[config.mk]
export PLATFORM = sky130hd
export DESIGN_NAME = mbpm_pmon
export DESIGN_NICKNAME = d
export VERILOG_FILES = /design/src/hw/mbpm_pkg.sv /design/src/hw/mbpm_match_if.sv /design/src/hw/mbpm_pmon.sv /design/src/hw/mbpm_match.sv
export SDC_FILE = /design/constraint.sdc
export NUM_CORES = 1
export LEC_CHECK = 0
export BUFFER_PORTS_ARGS = -buffer_cell sky130_fd_sc_hd__buf_2
export CAP_MARGIN = 20
export CORE_UTILIZATION = 50
export DETAILED_ROUTE_END_ITERATION = 8
export PLACE_DENSITY = 0.69
export SLEW_MARGIN = 20
export SYNTH_ARGS = -nofsm -noshare
export SYNTH_HDL_FRONTEND = slang
export SYNTH_SLANG_ARGS = --single-unit
export TNS_END_PERCENT = 20
[constraint.sdc]
create_clock -name clk -period 25.6 [get_ports clk]
set_input_delay 1.28 -clock clk [delete_from_list [all_inputs] [get_ports clk]]
set_output_delay 1.28 -clock clk [all_outputs]
set_load 0.01 [all_outputs]
[src/hw/mbpm_pkg.sv]
// Constants, types and helpers for the bridge monitoring block
package mbpm_pkg;
  localparam int CFG_AW = 12;
  localparam int ADDR_W = 47;
  localparam int CTR_W = 48;
  localparam int NUM_CTR = 4;
  localparam int NUM_GEN_EV = 16;

  // Filter register offsets
  localparam logic [CFG_AW-1:0] OFF_ADDR_MATCH_LO = 12'h490;
  localparam logic [CFG_AW-1:0] OFF_ADDR_MATCH_HI = 12'h494;
  localparam logic [CFG_AW-1:0] OFF_ADDR_MASK_LO = 12'h498;
  localparam logic [CFG_AW-1:0] OFF_ADDR_MASK_HI = 12'h49C;
  localparam logic [CFG_AW-1:0] OFF_OPC_FILT = 12'h4A0;
  // Counter words and control registers
  localparam logic [CFG_AW-1:0] OFF_CTR_BASE = 12'h400;
  localparam logic [CFG_AW-1:0] OFF_CTR_STRIDE = 12'h008;
  localparam logic [CFG_AW-1:0] OFF_CTR_HI = 12'h004;
  localparam logic [CFG_AW-1:0] OFF_CTL_BASE = 12'h420;
  localparam logic [CFG_AW-1:0] OFF_CTL_STRIDE = 12'h004;

  // Opcode and class filter fields
  localparam int OUT_OPC_MASK_LSB = 22;
  localparam int OUT_OPC_LSB = 16;
  localparam int IN_CLS_MASK_LSB = 12;
  localparam int IN_CLS_LSB = 8;
  localparam int IN_OPC_MASK_LSB = 4;
  localparam int IN_OPC_LSB = 0;
  localparam int OUT_OPC_W = 6;
  localparam int IN_FLD_W = 4;
  localparam int ADDR_HI_W = 15;

  // Writable bits and reset values
  localparam logic [31:0] OPC_FILT_WMASK = 32'h0FFF_FFFF;
  localparam logic [31:0] ADDR_HI_WMASK = 32'h0000_7FFF;
  localparam logic [31:0] CTL_WMASK = 32'h0040_00FF;
  localparam logic [31:0] FILT_RST = 32'h0000_0000;
  localparam logic [31:0] CTL_RST = 32'h0000_0000;

  // Counter control fields
  localparam int CTL_SEL_W = 8;
  localparam int CTL_CLR_BIT = 17;
  localparam int CTL_EN_BIT = 22;
  localparam logic [CTL_SEL_W-1:0] EV_NOTHING = 8'h00;
  localparam logic [CTL_SEL_W-1:0] EV_PKT_HIT = 8'h40;

  typedef enum logic [3:0] {
    CLS_REQUEST = 4'h0,
    CLS_RESPONSE = 4'h2,
    CLS_NC_BYPASS = 4'hA,
    CLS_NC_STANDARD = 4'hB,
    CLS_WRITEBACK = 4'hC
  } mbpm_class_t;

  // Selected bits equal, unselected bits ignored
  function automatic logic masked_eq(input logic [ADDR_W-1:0] val, input logic [ADDR_W-1:0] match,
                                     input logic [ADDR_W-1:0] mask);
    return ((val ^ match) & mask) == '0;
  endfunction

  function automatic logic [31:0] apply_be(input logic [31:0] old, input logic [31:0] wdata,
                                           input logic [3:0] be);
    logic [31:0] res;
    res = old;
    for (int b = 0; b < 4; b++) begin
      if (be[b]) begin
        res[b*8 +: 8] = wdata[b*8 +: 8];
      end
    end
    return res;
  endfunction

  function automatic logic [CFG_AW-1:0] ctr_off(input int idx);
    return OFF_CTR_BASE + CFG_AW'(idx) * OFF_CTR_STRIDE;
  endfunction

  function automatic logic [CFG_AW-1:0] ctl_off(input int idx);
    return OFF_CTL_BASE + CFG_AW'(idx) * OFF_CTL_STRIDE;
  endfunction
endpackage

[src/hw/mbpm_match_if.sv]
// Filter settings and packet fields between control and matcher
`timescale 1ns/1ns
`default_nettype none
interface mbpm_match_if;
  import mbpm_pkg::*;
  logic [31:0] opcFilt;
  logic [ADDR_W-1:0] addrMatch;
  logic [ADDR_W-1:0] addrMask;
  logic inValid;
  logic [3:0] inClass;
  logic [3:0] inOpcode;
  logic [ADDR_W-1:0] inAddr;
  logic outValid;
  logic [5:0] outOpcode;
  logic [ADDR_W-1:0] outAddr;
  logic [1:0] hitCnt;

  modport ctrl (
    output opcFilt, addrMatch, addrMask, inValid, inClass, inOpcode, inAddr,
    output outValid, outOpcode, outAddr,
    input hitCnt
  );
  modport filt (
    input opcFilt, addrMatch, addrMask, inValid, inClass, inOpcode, inAddr,
    input outValid, outOpcode, outAddr,
    output hitCnt
  );
endinterface
`default_nettype wire

[src/hw/mbpm_pmon.sv]
// Bridge monitoring unit: counters, filter registers, config access
`timescale 1ns/1ns
`default_nettype none
// What this block does
// - Four 48-bit counters, each with its own control register, can each count any selectable event.
// - Packets from the mesh are matched on class, opcode and address; commands toward memory on opcode and address.
// - The number of filter hits is a packet-match event that any counter may select.
// - Incoming and outgoing traffic are filtered at the same time, with separate opcode fields and one shared address match and mask.
// - Bits 27:22 of the opcode filter hold the outgoing opcode mask, resetting to zero.
// - Bits 21:16 hold the outgoing opcode match value, resetting to zero.
// - Bits 15:12 hold the incoming message class mask, resetting to zero.
// - Bits 11:8 hold the incoming class match: request 0, response 2, bypass A, standard B, writeback C.
// - Bits 7:4 hold the incoming opcode mask, resetting to zero.
// - Bits 3:0 hold the incoming opcode match value, resetting to zero.
// - The low address mask and match registers hold address bits 31:0, resetting to zero.
// - The high address registers hold upper address bits in 14:0, bits 31:15 stay zero.
module mbpm_pmon (
  // Clock and reset
  input wire logic clk,
  input wire logic rst,
  // Configuration space access
  input wire logic [mbpm_pkg::CFG_AW-1:0] cfgAddr,
  input wire logic cfgWr,
  input wire logic cfgRd,
  input wire logic [3:0] cfgByteEn,
  input wire logic [31:0] cfgWdata,
  output logic [31:0] cfgRdata,
  output logic cfgRdValid,
  // Packets from the mesh toward memory
  input wire logic inValid,
  input wire logic [3:0] inClass,
  input wire logic [3:0] inOpcode,
  input wire logic [mbpm_pkg::ADDR_W-1:0] inAddr,
  // Commands toward the memory controller
  input wire logic outValid,
  input wire logic [5:0] outOpcode,
  input wire logic [mbpm_pkg::ADDR_W-1:0] outAddr,
  // Generic unit events
  input wire logic [mbpm_pkg::NUM_GEN_EV-1:0] genEvent
);
  import mbpm_pkg::*;

  logic [31:0] opcFilt_r, opcFilt_nxt;
  logic [31:0] matchLo_r, matchLo_nxt;
  logic [31:0] matchHi_r, matchHi_nxt;
  logic [31:0] maskLo_r, maskLo_nxt;
  logic [31:0] maskHi_r, maskHi_nxt;
  logic [31:0] ctl_r [NUM_CTR];
  logic [31:0] ctl_nxt [NUM_CTR];
  logic [CTR_W-1:0] ctr_r [NUM_CTR];
  logic [CTR_W-1:0] ctr_nxt [NUM_CTR];
  logic [31:0] rdata_r, rdata_nxt;
  logic rdValid_r, rdValid_nxt;
  logic [NUM_CTR-1:0] ctrClr;

  mbpm_match_if mif();

  assign mif.opcFilt = opcFilt_r;
  assign mif.addrMatch = {matchHi_r[ADDR_HI_W-1:0], matchLo_r};
  assign mif.addrMask = {maskHi_r[ADDR_HI_W-1:0], maskLo_r};
  assign mif.inValid = inValid;
  assign mif.inClass = inClass;
  assign mif.inOpcode = inOpcode;
  assign mif.inAddr = inAddr;
  assign mif.outValid = outValid;
  assign mif.outOpcode = outOpcode;
  assign mif.outAddr = outAddr;

  mbpm_match u_match (
    .clk(clk),
    .rst(rst),
    .m(mif.filt)
  );

  // Per-cycle increment chosen by a control register
  function automatic logic [1:0] ev_inc(input logic [31:0] ctl, input logic [1:0] hits,
                                        input logic [NUM_GEN_EV-1:0] ev);
    logic [CTL_SEL_W-1:0] sel;
    sel = ctl[CTL_SEL_W-1:0];
    if (!ctl[CTL_EN_BIT]) begin
      return 2'h0;
    end else if (sel == EV_PKT_HIT) begin
      return hits;
    end else if (sel != EV_NOTHING && sel < CTL_SEL_W'(NUM_GEN_EV)) begin
      return {1'b0, ev[sel[3:0]]};
    end
    return 2'h0;
  endfunction

  // Register writes
  always_comb begin
    opcFilt_nxt = opcFilt_r;
    matchLo_nxt = matchLo_r;
    matchHi_nxt = matchHi_r;
    maskLo_nxt = maskLo_r;
    maskHi_nxt = maskHi_r;
    ctrClr = '0;
    for (int i = 0; i < NUM_CTR; i++) begin
      ctl_nxt[i] = ctl_r[i];
    end
    if (cfgWr) begin
      if (cfgAddr == OFF_OPC_FILT) begin
        opcFilt_nxt = apply_be(opcFilt_r, cfgWdata, cfgByteEn) & OPC_FILT_WMASK;
      end else if (cfgAddr == OFF_ADDR_MATCH_LO) begin
        matchLo_nxt = apply_be(matchLo_r, cfgWdata, cfgByteEn);
      end else if (cfgAddr == OFF_ADDR_MATCH_HI) begin
        matchHi_nxt = apply_be(matchHi_r, cfgWdata, cfgByteEn) & ADDR_HI_WMASK;
      end else if (cfgAddr == OFF_ADDR_MASK_LO) begin
        maskLo_nxt = apply_be(maskLo_r, cfgWdata, cfgByteEn);
      end else if (cfgAddr == OFF_ADDR_MASK_HI) begin
        maskHi_nxt = apply_be(maskHi_r, cfgWdata, cfgByteEn) & ADDR_HI_WMASK;
      end else begin
        for (int i = 0; i < NUM_CTR; i++) begin
          if (cfgAddr == ctl_off(i)) begin
            ctl_nxt[i] = apply_be(ctl_r[i], cfgWdata, cfgByteEn) & CTL_WMASK;
            ctrClr[i] = cfgByteEn[2] && cfgWdata[CTL_CLR_BIT];
          end
        end
      end
    end
  end

  // Counters; a clear request beats a same-cycle count
  always_comb begin
    for (int i = 0; i < NUM_CTR; i++) begin
      if (ctrClr[i]) begin
        ctr_nxt[i] = '0;
      end else begin
        ctr_nxt[i] = ctr_r[i] + {46'h0, ev_inc(ctl_r[i], mif.hitCnt, genEvent)};
      end
    end
  end

  // Read data, one cycle after the request
  always_comb begin
    rdValid_nxt = cfgRd;
    rdata_nxt = 32'h0000_0000;
    if (cfgRd) begin
      if (cfgAddr == OFF_OPC_FILT) begin
        rdata_nxt = opcFilt_r;
      end else if (cfgAddr == OFF_ADDR_MATCH_LO) begin
        rdata_nxt = matchLo_r;
      end else if (cfgAddr == OFF_ADDR_MATCH_HI) begin
        rdata_nxt = matchHi_r;
      end else if (cfgAddr == OFF_ADDR_MASK_LO) begin
        rdata_nxt = maskLo_r;
      end else if (cfgAddr == OFF_ADDR_MASK_HI) begin
        rdata_nxt = maskHi_r;
      end else begin
        for (int i = 0; i < NUM_CTR; i++) begin
          if (cfgAddr == ctl_off(i)) begin
            rdata_nxt = ctl_r[i];
          end else if (cfgAddr == ctr_off(i)) begin
            rdata_nxt = ctr_r[i][31:0];
          end else if (cfgAddr == ctr_off(i) + OFF_CTR_HI) begin
            rdata_nxt = {16'h0000, ctr_r[i][CTR_W-1:32]};
          end
        end
      end
    end
  end

  always_ff @(posedge clk or posedge rst) begin
    if (rst) begin
      opcFilt_r <= FILT_RST;
      matchLo_r <= FILT_RST;
      matchHi_r <= FILT_RST;
      maskLo_r <= FILT_RST;
      maskHi_r <= FILT_RST;
      rdata_r <= 32'h0000_0000;
      rdValid_r <= 1'b0;
      for (int i = 0; i < NUM_CTR; i++) begin
        ctl_r[i] <= CTL_RST;
        ctr_r[i] <= '0;
      end
    end else begin
      opcFilt_r <= opcFilt_nxt;
      matchLo_r <= matchLo_nxt;
      matchHi_r <= matchHi_nxt;
      maskLo_r <= maskLo_nxt;
      maskHi_r <= maskHi_nxt;
      rdata_r <= rdata_nxt;
      rdValid_r <= rdValid_nxt;
      for (int i = 0; i < NUM_CTR; i++) begin
        ctl_r[i] <= ctl_nxt[i];
        ctr_r[i] <= ctr_nxt[i];
      end
    end
  end

  assign cfgRdata = rdata_r;
  assign cfgRdValid = rdValid_r;

  // Checks
  logic ctl3Wr;
  assign ctl3Wr = cfgWr && cfgAddr == ctl_off(3);

  property p_gen_count;
    @(posedge clk) disable iff (rst)
      (ctl_r[3][CTL_EN_BIT] && ctl_r[3][7:0] == 8'h01 && genEvent[1] && !ctl3Wr)
      |=> ctr_r[3] == $past(ctr_r[3]) + 48'h1;
  endproperty
  a_gen_count: assert property (p_gen_count) else $error("counter 3 missed a generic event");

  property p_hit_count;
    @(posedge clk) disable iff (rst)
      (ctl_r[1][CTL_EN_BIT] && ctl_r[1][7:0] == EV_PKT_HIT && !(cfgWr && cfgAddr == ctl_off(1)))
      |=> ctr_r[1] == $past(ctr_r[1]) + {46'h0, $past(mif.hitCnt)};
  endproperty
  a_hit_count: assert property (p_hit_count) else $error("counter 1 did not add the hit count");

  property p_open_filter;
    @(posedge clk) disable iff (rst)
      (opcFilt_r == 32'h0 && mif.addrMask == '0 && inValid && !cfgWr) ##1 (opcFilt_r == 32'h0)
      |-> mif.hitCnt != 2'h0;
  endproperty
  a_open_filter: assert property (p_open_filter) else $error("unmasked packet did not hit");

  property p_both_dirs;
    @(posedge clk) disable iff (rst)
      (opcFilt_r == 32'h0 && mif.addrMask == '0 && inValid && outValid && !cfgWr)
      |=> mif.hitCnt == 2'h2;
  endproperty
  a_both_dirs: assert property (p_both_dirs) else $error("two-direction hit not counted twice");

  property p_class_miss;
    @(posedge clk) disable iff (rst)
      (inValid && !outValid && opcFilt_r[15:12] == 4'hF && inClass != opcFilt_r[11:8])
      |=> mif.hitCnt == 2'h0;
  endproperty
  a_class_miss: assert property (p_class_miss) else $error("class mismatch counted as hit");

  property p_outopc_miss;
    @(posedge clk) disable iff (rst)
      (outValid && !inValid && opcFilt_r[27:22] == 6'h3F && outOpcode != opcFilt_r[21:16])
      |=> mif.hitCnt == 2'h0;
  endproperty
  a_outopc_miss: assert property (p_outopc_miss) else $error("outgoing opcode mismatch counted");

  property p_filt_write;
    @(posedge clk) disable iff (rst)
      (cfgWr && cfgAddr == OFF_OPC_FILT && cfgByteEn == 4'hF)
      |=> opcFilt_r == ($past(cfgWdata) & 32'h0FFF_FFFF);
  endproperty
  a_filt_write: assert property (p_filt_write) else $error("opcode filter write lost");

  property p_filt_rsv_read;
    @(posedge clk) disable iff (rst)
      (cfgRd && cfgAddr == OFF_OPC_FILT) |=> cfgRdValid && cfgRdata[31:28] == 4'h0;
  endproperty
  a_filt_rsv_read: assert property (p_filt_rsv_read) else $error("filter reserved bits not zero");

  property p_hi_read;
    @(posedge clk) disable iff (rst)
      (cfgRd && cfgAddr == OFF_ADDR_MASK_HI) |=> cfgRdValid && cfgRdata == $past(maskHi_r)
      && cfgRdata[31:15] == 17'h0;
  endproperty
  a_hi_read: assert property (p_hi_read) else $error("high mask read wrong");

  property p_lo_write;
    @(posedge clk) disable iff (rst)
      (cfgWr && cfgAddr == OFF_ADDR_MATCH_LO && cfgByteEn == 4'hF) |=> matchLo_r == $past(cfgWdata);
  endproperty
  a_lo_write: assert property (p_lo_write) else $error("low match write lost");

  c_hit_counted: cover property (@(posedge clk) disable iff (rst) mif.hitCnt == 2'h2);
  c_ctr_clear: cover property (@(posedge clk) disable iff (rst) ctrClr[0] && ctr_r[0] != '0);
  c_read_back: cover property (@(posedge clk) disable iff (rst) cfgRdValid && cfgRdata != 32'h0);
endmodule
`default_nettype wire

[src/hw/mbpm_match.sv]
// Packet matcher for both traffic directions
`timescale 1ns/1ns
`default_nettype none
module mbpm_match (
  // Clock and reset
  input wire logic clk,
  input wire logic rst,
  // Filter settings and packets
  mbpm_match_if.filt m
);
  import mbpm_pkg::*;

  logic inHit;
  logic outHit;
  logic [1:0] hitCnt_r;
  logic [1:0] hitCnt_nxt;

  always_comb begin
    // Incoming: class, opcode and address all selected fields equal
    inHit = m.inValid
      && masked_eq(ADDR_W'(m.inClass), ADDR_W'(m.opcFilt[IN_CLS_LSB +: IN_FLD_W]),
                   ADDR_W'(m.opcFilt[IN_CLS_MASK_LSB +: IN_FLD_W]))
      && masked_eq(ADDR_W'(m.inOpcode), ADDR_W'(m.opcFilt[IN_OPC_LSB +: IN_FLD_W]),
                   ADDR_W'(m.opcFilt[IN_OPC_MASK_LSB +: IN_FLD_W]))
      && masked_eq(m.inAddr, m.addrMatch, m.addrMask);
    // Outgoing toward the memory controller
    outHit = m.outValid
      && masked_eq(ADDR_W'(m.outOpcode), ADDR_W'(m.opcFilt[OUT_OPC_LSB +: OUT_OPC_W]),
                   ADDR_W'(m.opcFilt[OUT_OPC_MASK_LSB +: OUT_OPC_W]))
      && masked_eq(m.outAddr, m.addrMatch, m.addrMask);
    // Both directions filtered at once, one count per packet
    hitCnt_nxt = {1'b0, inHit} + {1'b0, outHit};
  end

  always_ff @(posedge clk or posedge rst) begin
    if (rst) begin
      hitCnt_r <= 2'h0;
    end else begin
      hitCnt_r <= hitCnt_nxt;
    end
  end

  assign m.hitCnt = hitCnt_r;
endmodule
`default_nettype wire

==> flow_summary.toml <==
[logic_synthesis]
avgSynthCellArea_um2 = 10.1
ys_seq_area_frac = 0.440
async_flop_share = 1.00
ys.flop_type = "dfrtp_1"
netlist_area_um2 = 21900
synth-edff-count = 0
ys_ff_latch = 385
syn_nets = 2355
synth_cell_types = 81
ys_warn_count = 0
syn_inst = 2164

[critical_path]
slowest_delay_ns = 0.49
startpoint_type = "input pin"
cpMostUsedCell = "a21oi_1"
end_kind = "flop"
crit_chain = "buf_2, mux2_2, nand2_1, a21oi_1, a21oi_1, o21ai_0, and3_1, ha_1, fa_1, nand3_1, nor2_1, and2_1, nand3_1, or3_1, a21oi_1"
crit_arrival_ns = 4.70
crit_fanout = 12
worstSetupPathType = "input pin to flop"
crit_slowest_cell = "nand3_1"
r2r-start = "ctl_r[1]"
required_ns = 26.11
reg2regPathDepth = 14
reg2reg_to = "ctr_r[38]"
reg2reg_slack_ns = 21.53

[floorplan]
die-area_um2 = 44600
io_pins = 211
fp.dieH_um = 211
core_um2 = 43100
start_util = 0.508
rows = 76
die_w_um = 211

[clocking]
cts.sinks = 385
postCtsResizedCells = 0
clock_path_buffers = 3
numCtsBuffers = 43
clock_latency_ns = 0.60
htreeDepth = 2
postCtsHoldBufs = 0
tritoncts = "built"
post_cts_buffers = 0
clockRootBuffer = "clkbuf_16"
clk_pin_slew_ns = 0.06

[timing]
fin_skew_ns = 0.0122
worst_slack_ns = 21.41
slew_headroom = 0.295
fmax_mhz = 239
finalSetupTns_ns = 0
hold_viol = 0
whs_ns = 0.529
rsz0062_at_grt = "false"
post-route-period-util = 0.164
slew_viol_final = 0
setup_violations = 0
worst_pin_slew_ns = 1.05
period_minus_slack_ns = 4.19

[cells_and_area]
fin_cells = 2952
mostFrequentLayoutCells = "dfrtp_1 (385), nor2_1 (240), buf_2 (209)"
fin_util = 0.579
nets = 2526
insertedDiodeCount = 0
area_growth_pct = 14.1
drive_above_1_share = 0.222
layout_commonest_cell = "dfrtp_1"
design_area_um2 = 25000

[placement]
gp_congestion = 1.09
placedCellCount = 2873
post_dp_cell_area_um2 = 23400
hpwlAfterDp_mm = 62.6
port_buffers = 210
place_ws_ns = 20.92

[detailed_routing]
vias = 19152
routed_wl_mm = 83.6
wl_per_cell_um = 28.3
drc = 0
via_per_inst = 6.49
dr.pass1.iters = 8
drt-initial-drc-count = 2297
antenna_left = 0

[grt]
antenna_found_initial = 2
grt_pass1_wl_mm = 124
overflow = 0
grt_max_degree = 177
grt_pass1_vias = 18500
grt_use_total = 0.380

[pwr]
vdd_drop_max_mv = 0.0472
total_power_mw = 1.34
p_clk_frac = 0.486
power_frac_comb = 0.058
switchingPower_uw = 325
p_int_mw = 1.02
p_sw_frac = 0.242
power_frac_seq = 0.455
p_leak_nw = 11.5
power_density_nw_per_um2 = 53.7

[flow_run]
cap_violations = 0

[min_path]
hold-path-cell-count = 2
min_path_type = "flop to flop"
hp-start = "ctr_r[141]"
hold_path_end = "ctr_r[141]"

[status]
status = "completed"
==> area by class of cell <==
| type | count | area [um^2] |
|---|---|---|
| Fill cell | 3797 | 18100 |
| Multi-Input combinational cell | 1643 | 11700 |
| Sequential cell | 385 | 9630 |
| Timing Repair Buffer | 229 | 1250 |
| Clock buffer | 61 | 1240 |
| Tap cell | 585 | 732 |
| Clock inverter | 16 | 223 |
| Inverter | 33 | 131 |
==> per-layer routing <==
| layer | up-vias | routed length (um) | track usage |
|---|---|---|---|
| met3 | 249 | 8030 | 0.0764 |
| met1 | 9515 | 34100 | 0.525 |
| met5 | - | 21 | 0 |
| li1 | 8225 | - | - |
| met2 | 1159 | 36500 | 0.566 |
| met4 | 4 | 4860 | 0.197 |
==> sequential cells by signal (all words and copies together), names as in the netlist <==
| register | cells |
|---|---|
| ctr_r | 192 |
| ctl_r | 36 |
| cfgRdata | 32 |
| maskLo_r | 32 |
| matchLo_r | 32 |
| mif.opcFilt | 28 |
| maskHi_r | 15 |
| matchHi_r | 15 |
| u_match.m.hitCnt | 2 |
| cfgRdValid | 1 |
==> cells by family (layout without fill, tap and decap cells) <==
logic type / after synthesis / after routing / share of synthesized area
muxes: 223 / 223 / 0.121
AOI/OAI and AO/OA: 394 / 394 / 0.123
adders and majority gates: 13 / 13 / 0.00881
and+or+nand+nor: 746 / 746 / 0.174
DFF: 385 / 385 / 0.440
xor gates and xnor gates: 267 / 267 / 0.107
buffers and inverters: 136 / 339 / 0.0260
==> cell usage after synthesis, types with 33 or more instances <==
library cell	n	area [um^2]
nor2_1	245	920
xor2_1	203	1780
nand2_1	123	462
buf_2	33	165
dfrtp_1	385	9630
a221oi_1	37	324
a22oi_1	39	293
nor3_1	37	185
mux2_2	163	1840
mux2i_1	43	430
a21oi_1	85	425
nand3_1	98	490
xnor2_1	64	561
nand4_1	49	307
o21ai_0	74	370
clkbuf_1	57	214
==> power by group through the flow <==
stage | combinational [mW] | sequential (mW) | clock (mW)
detailed placement | 0.0764 | 0.622 | 0
CTS | 0.0769 | 0.611 | 0.659
floorplan | 0.0390 | 0.621 | 0
global placement | 0.0763 | 0.622 | 0
global route | 0.0832 | 0.610 | 0.683
finish | 0.0784 | 0.611 | 0.652
==> worst max path at each step <==
stage / start / end / slack [ns] / depth (start not counted)
global route: genEvent[1] / ctr_r[38] / 21.16 / 15
global placement: cfgAddr[4] / cfgRdata[31] / 20.73 / 6
detailed placement: genEvent[1] / ctr_r[40] / 20.92 / 15
finish: genEvent[3] / ctr_r[38] / 21.41 / 15
floorplan: rst / cfgRdValid / 13.62 / 1
CTS: genEvent[3] / ctr_r[40] / 21.51 / 15
==> worst max-delay path, delay by kind of cell <==
kind	cells	cell delay (ns)
AND/OR/NAND/NOR	7	2.19
AO/OA/AOI/OAI	4	0.51
adder cells (fa/ha/maj)	2	0.47
multiplexers	1	0.14
buffers and inverters	1	0.11
(Power assumes the default switching activity.)
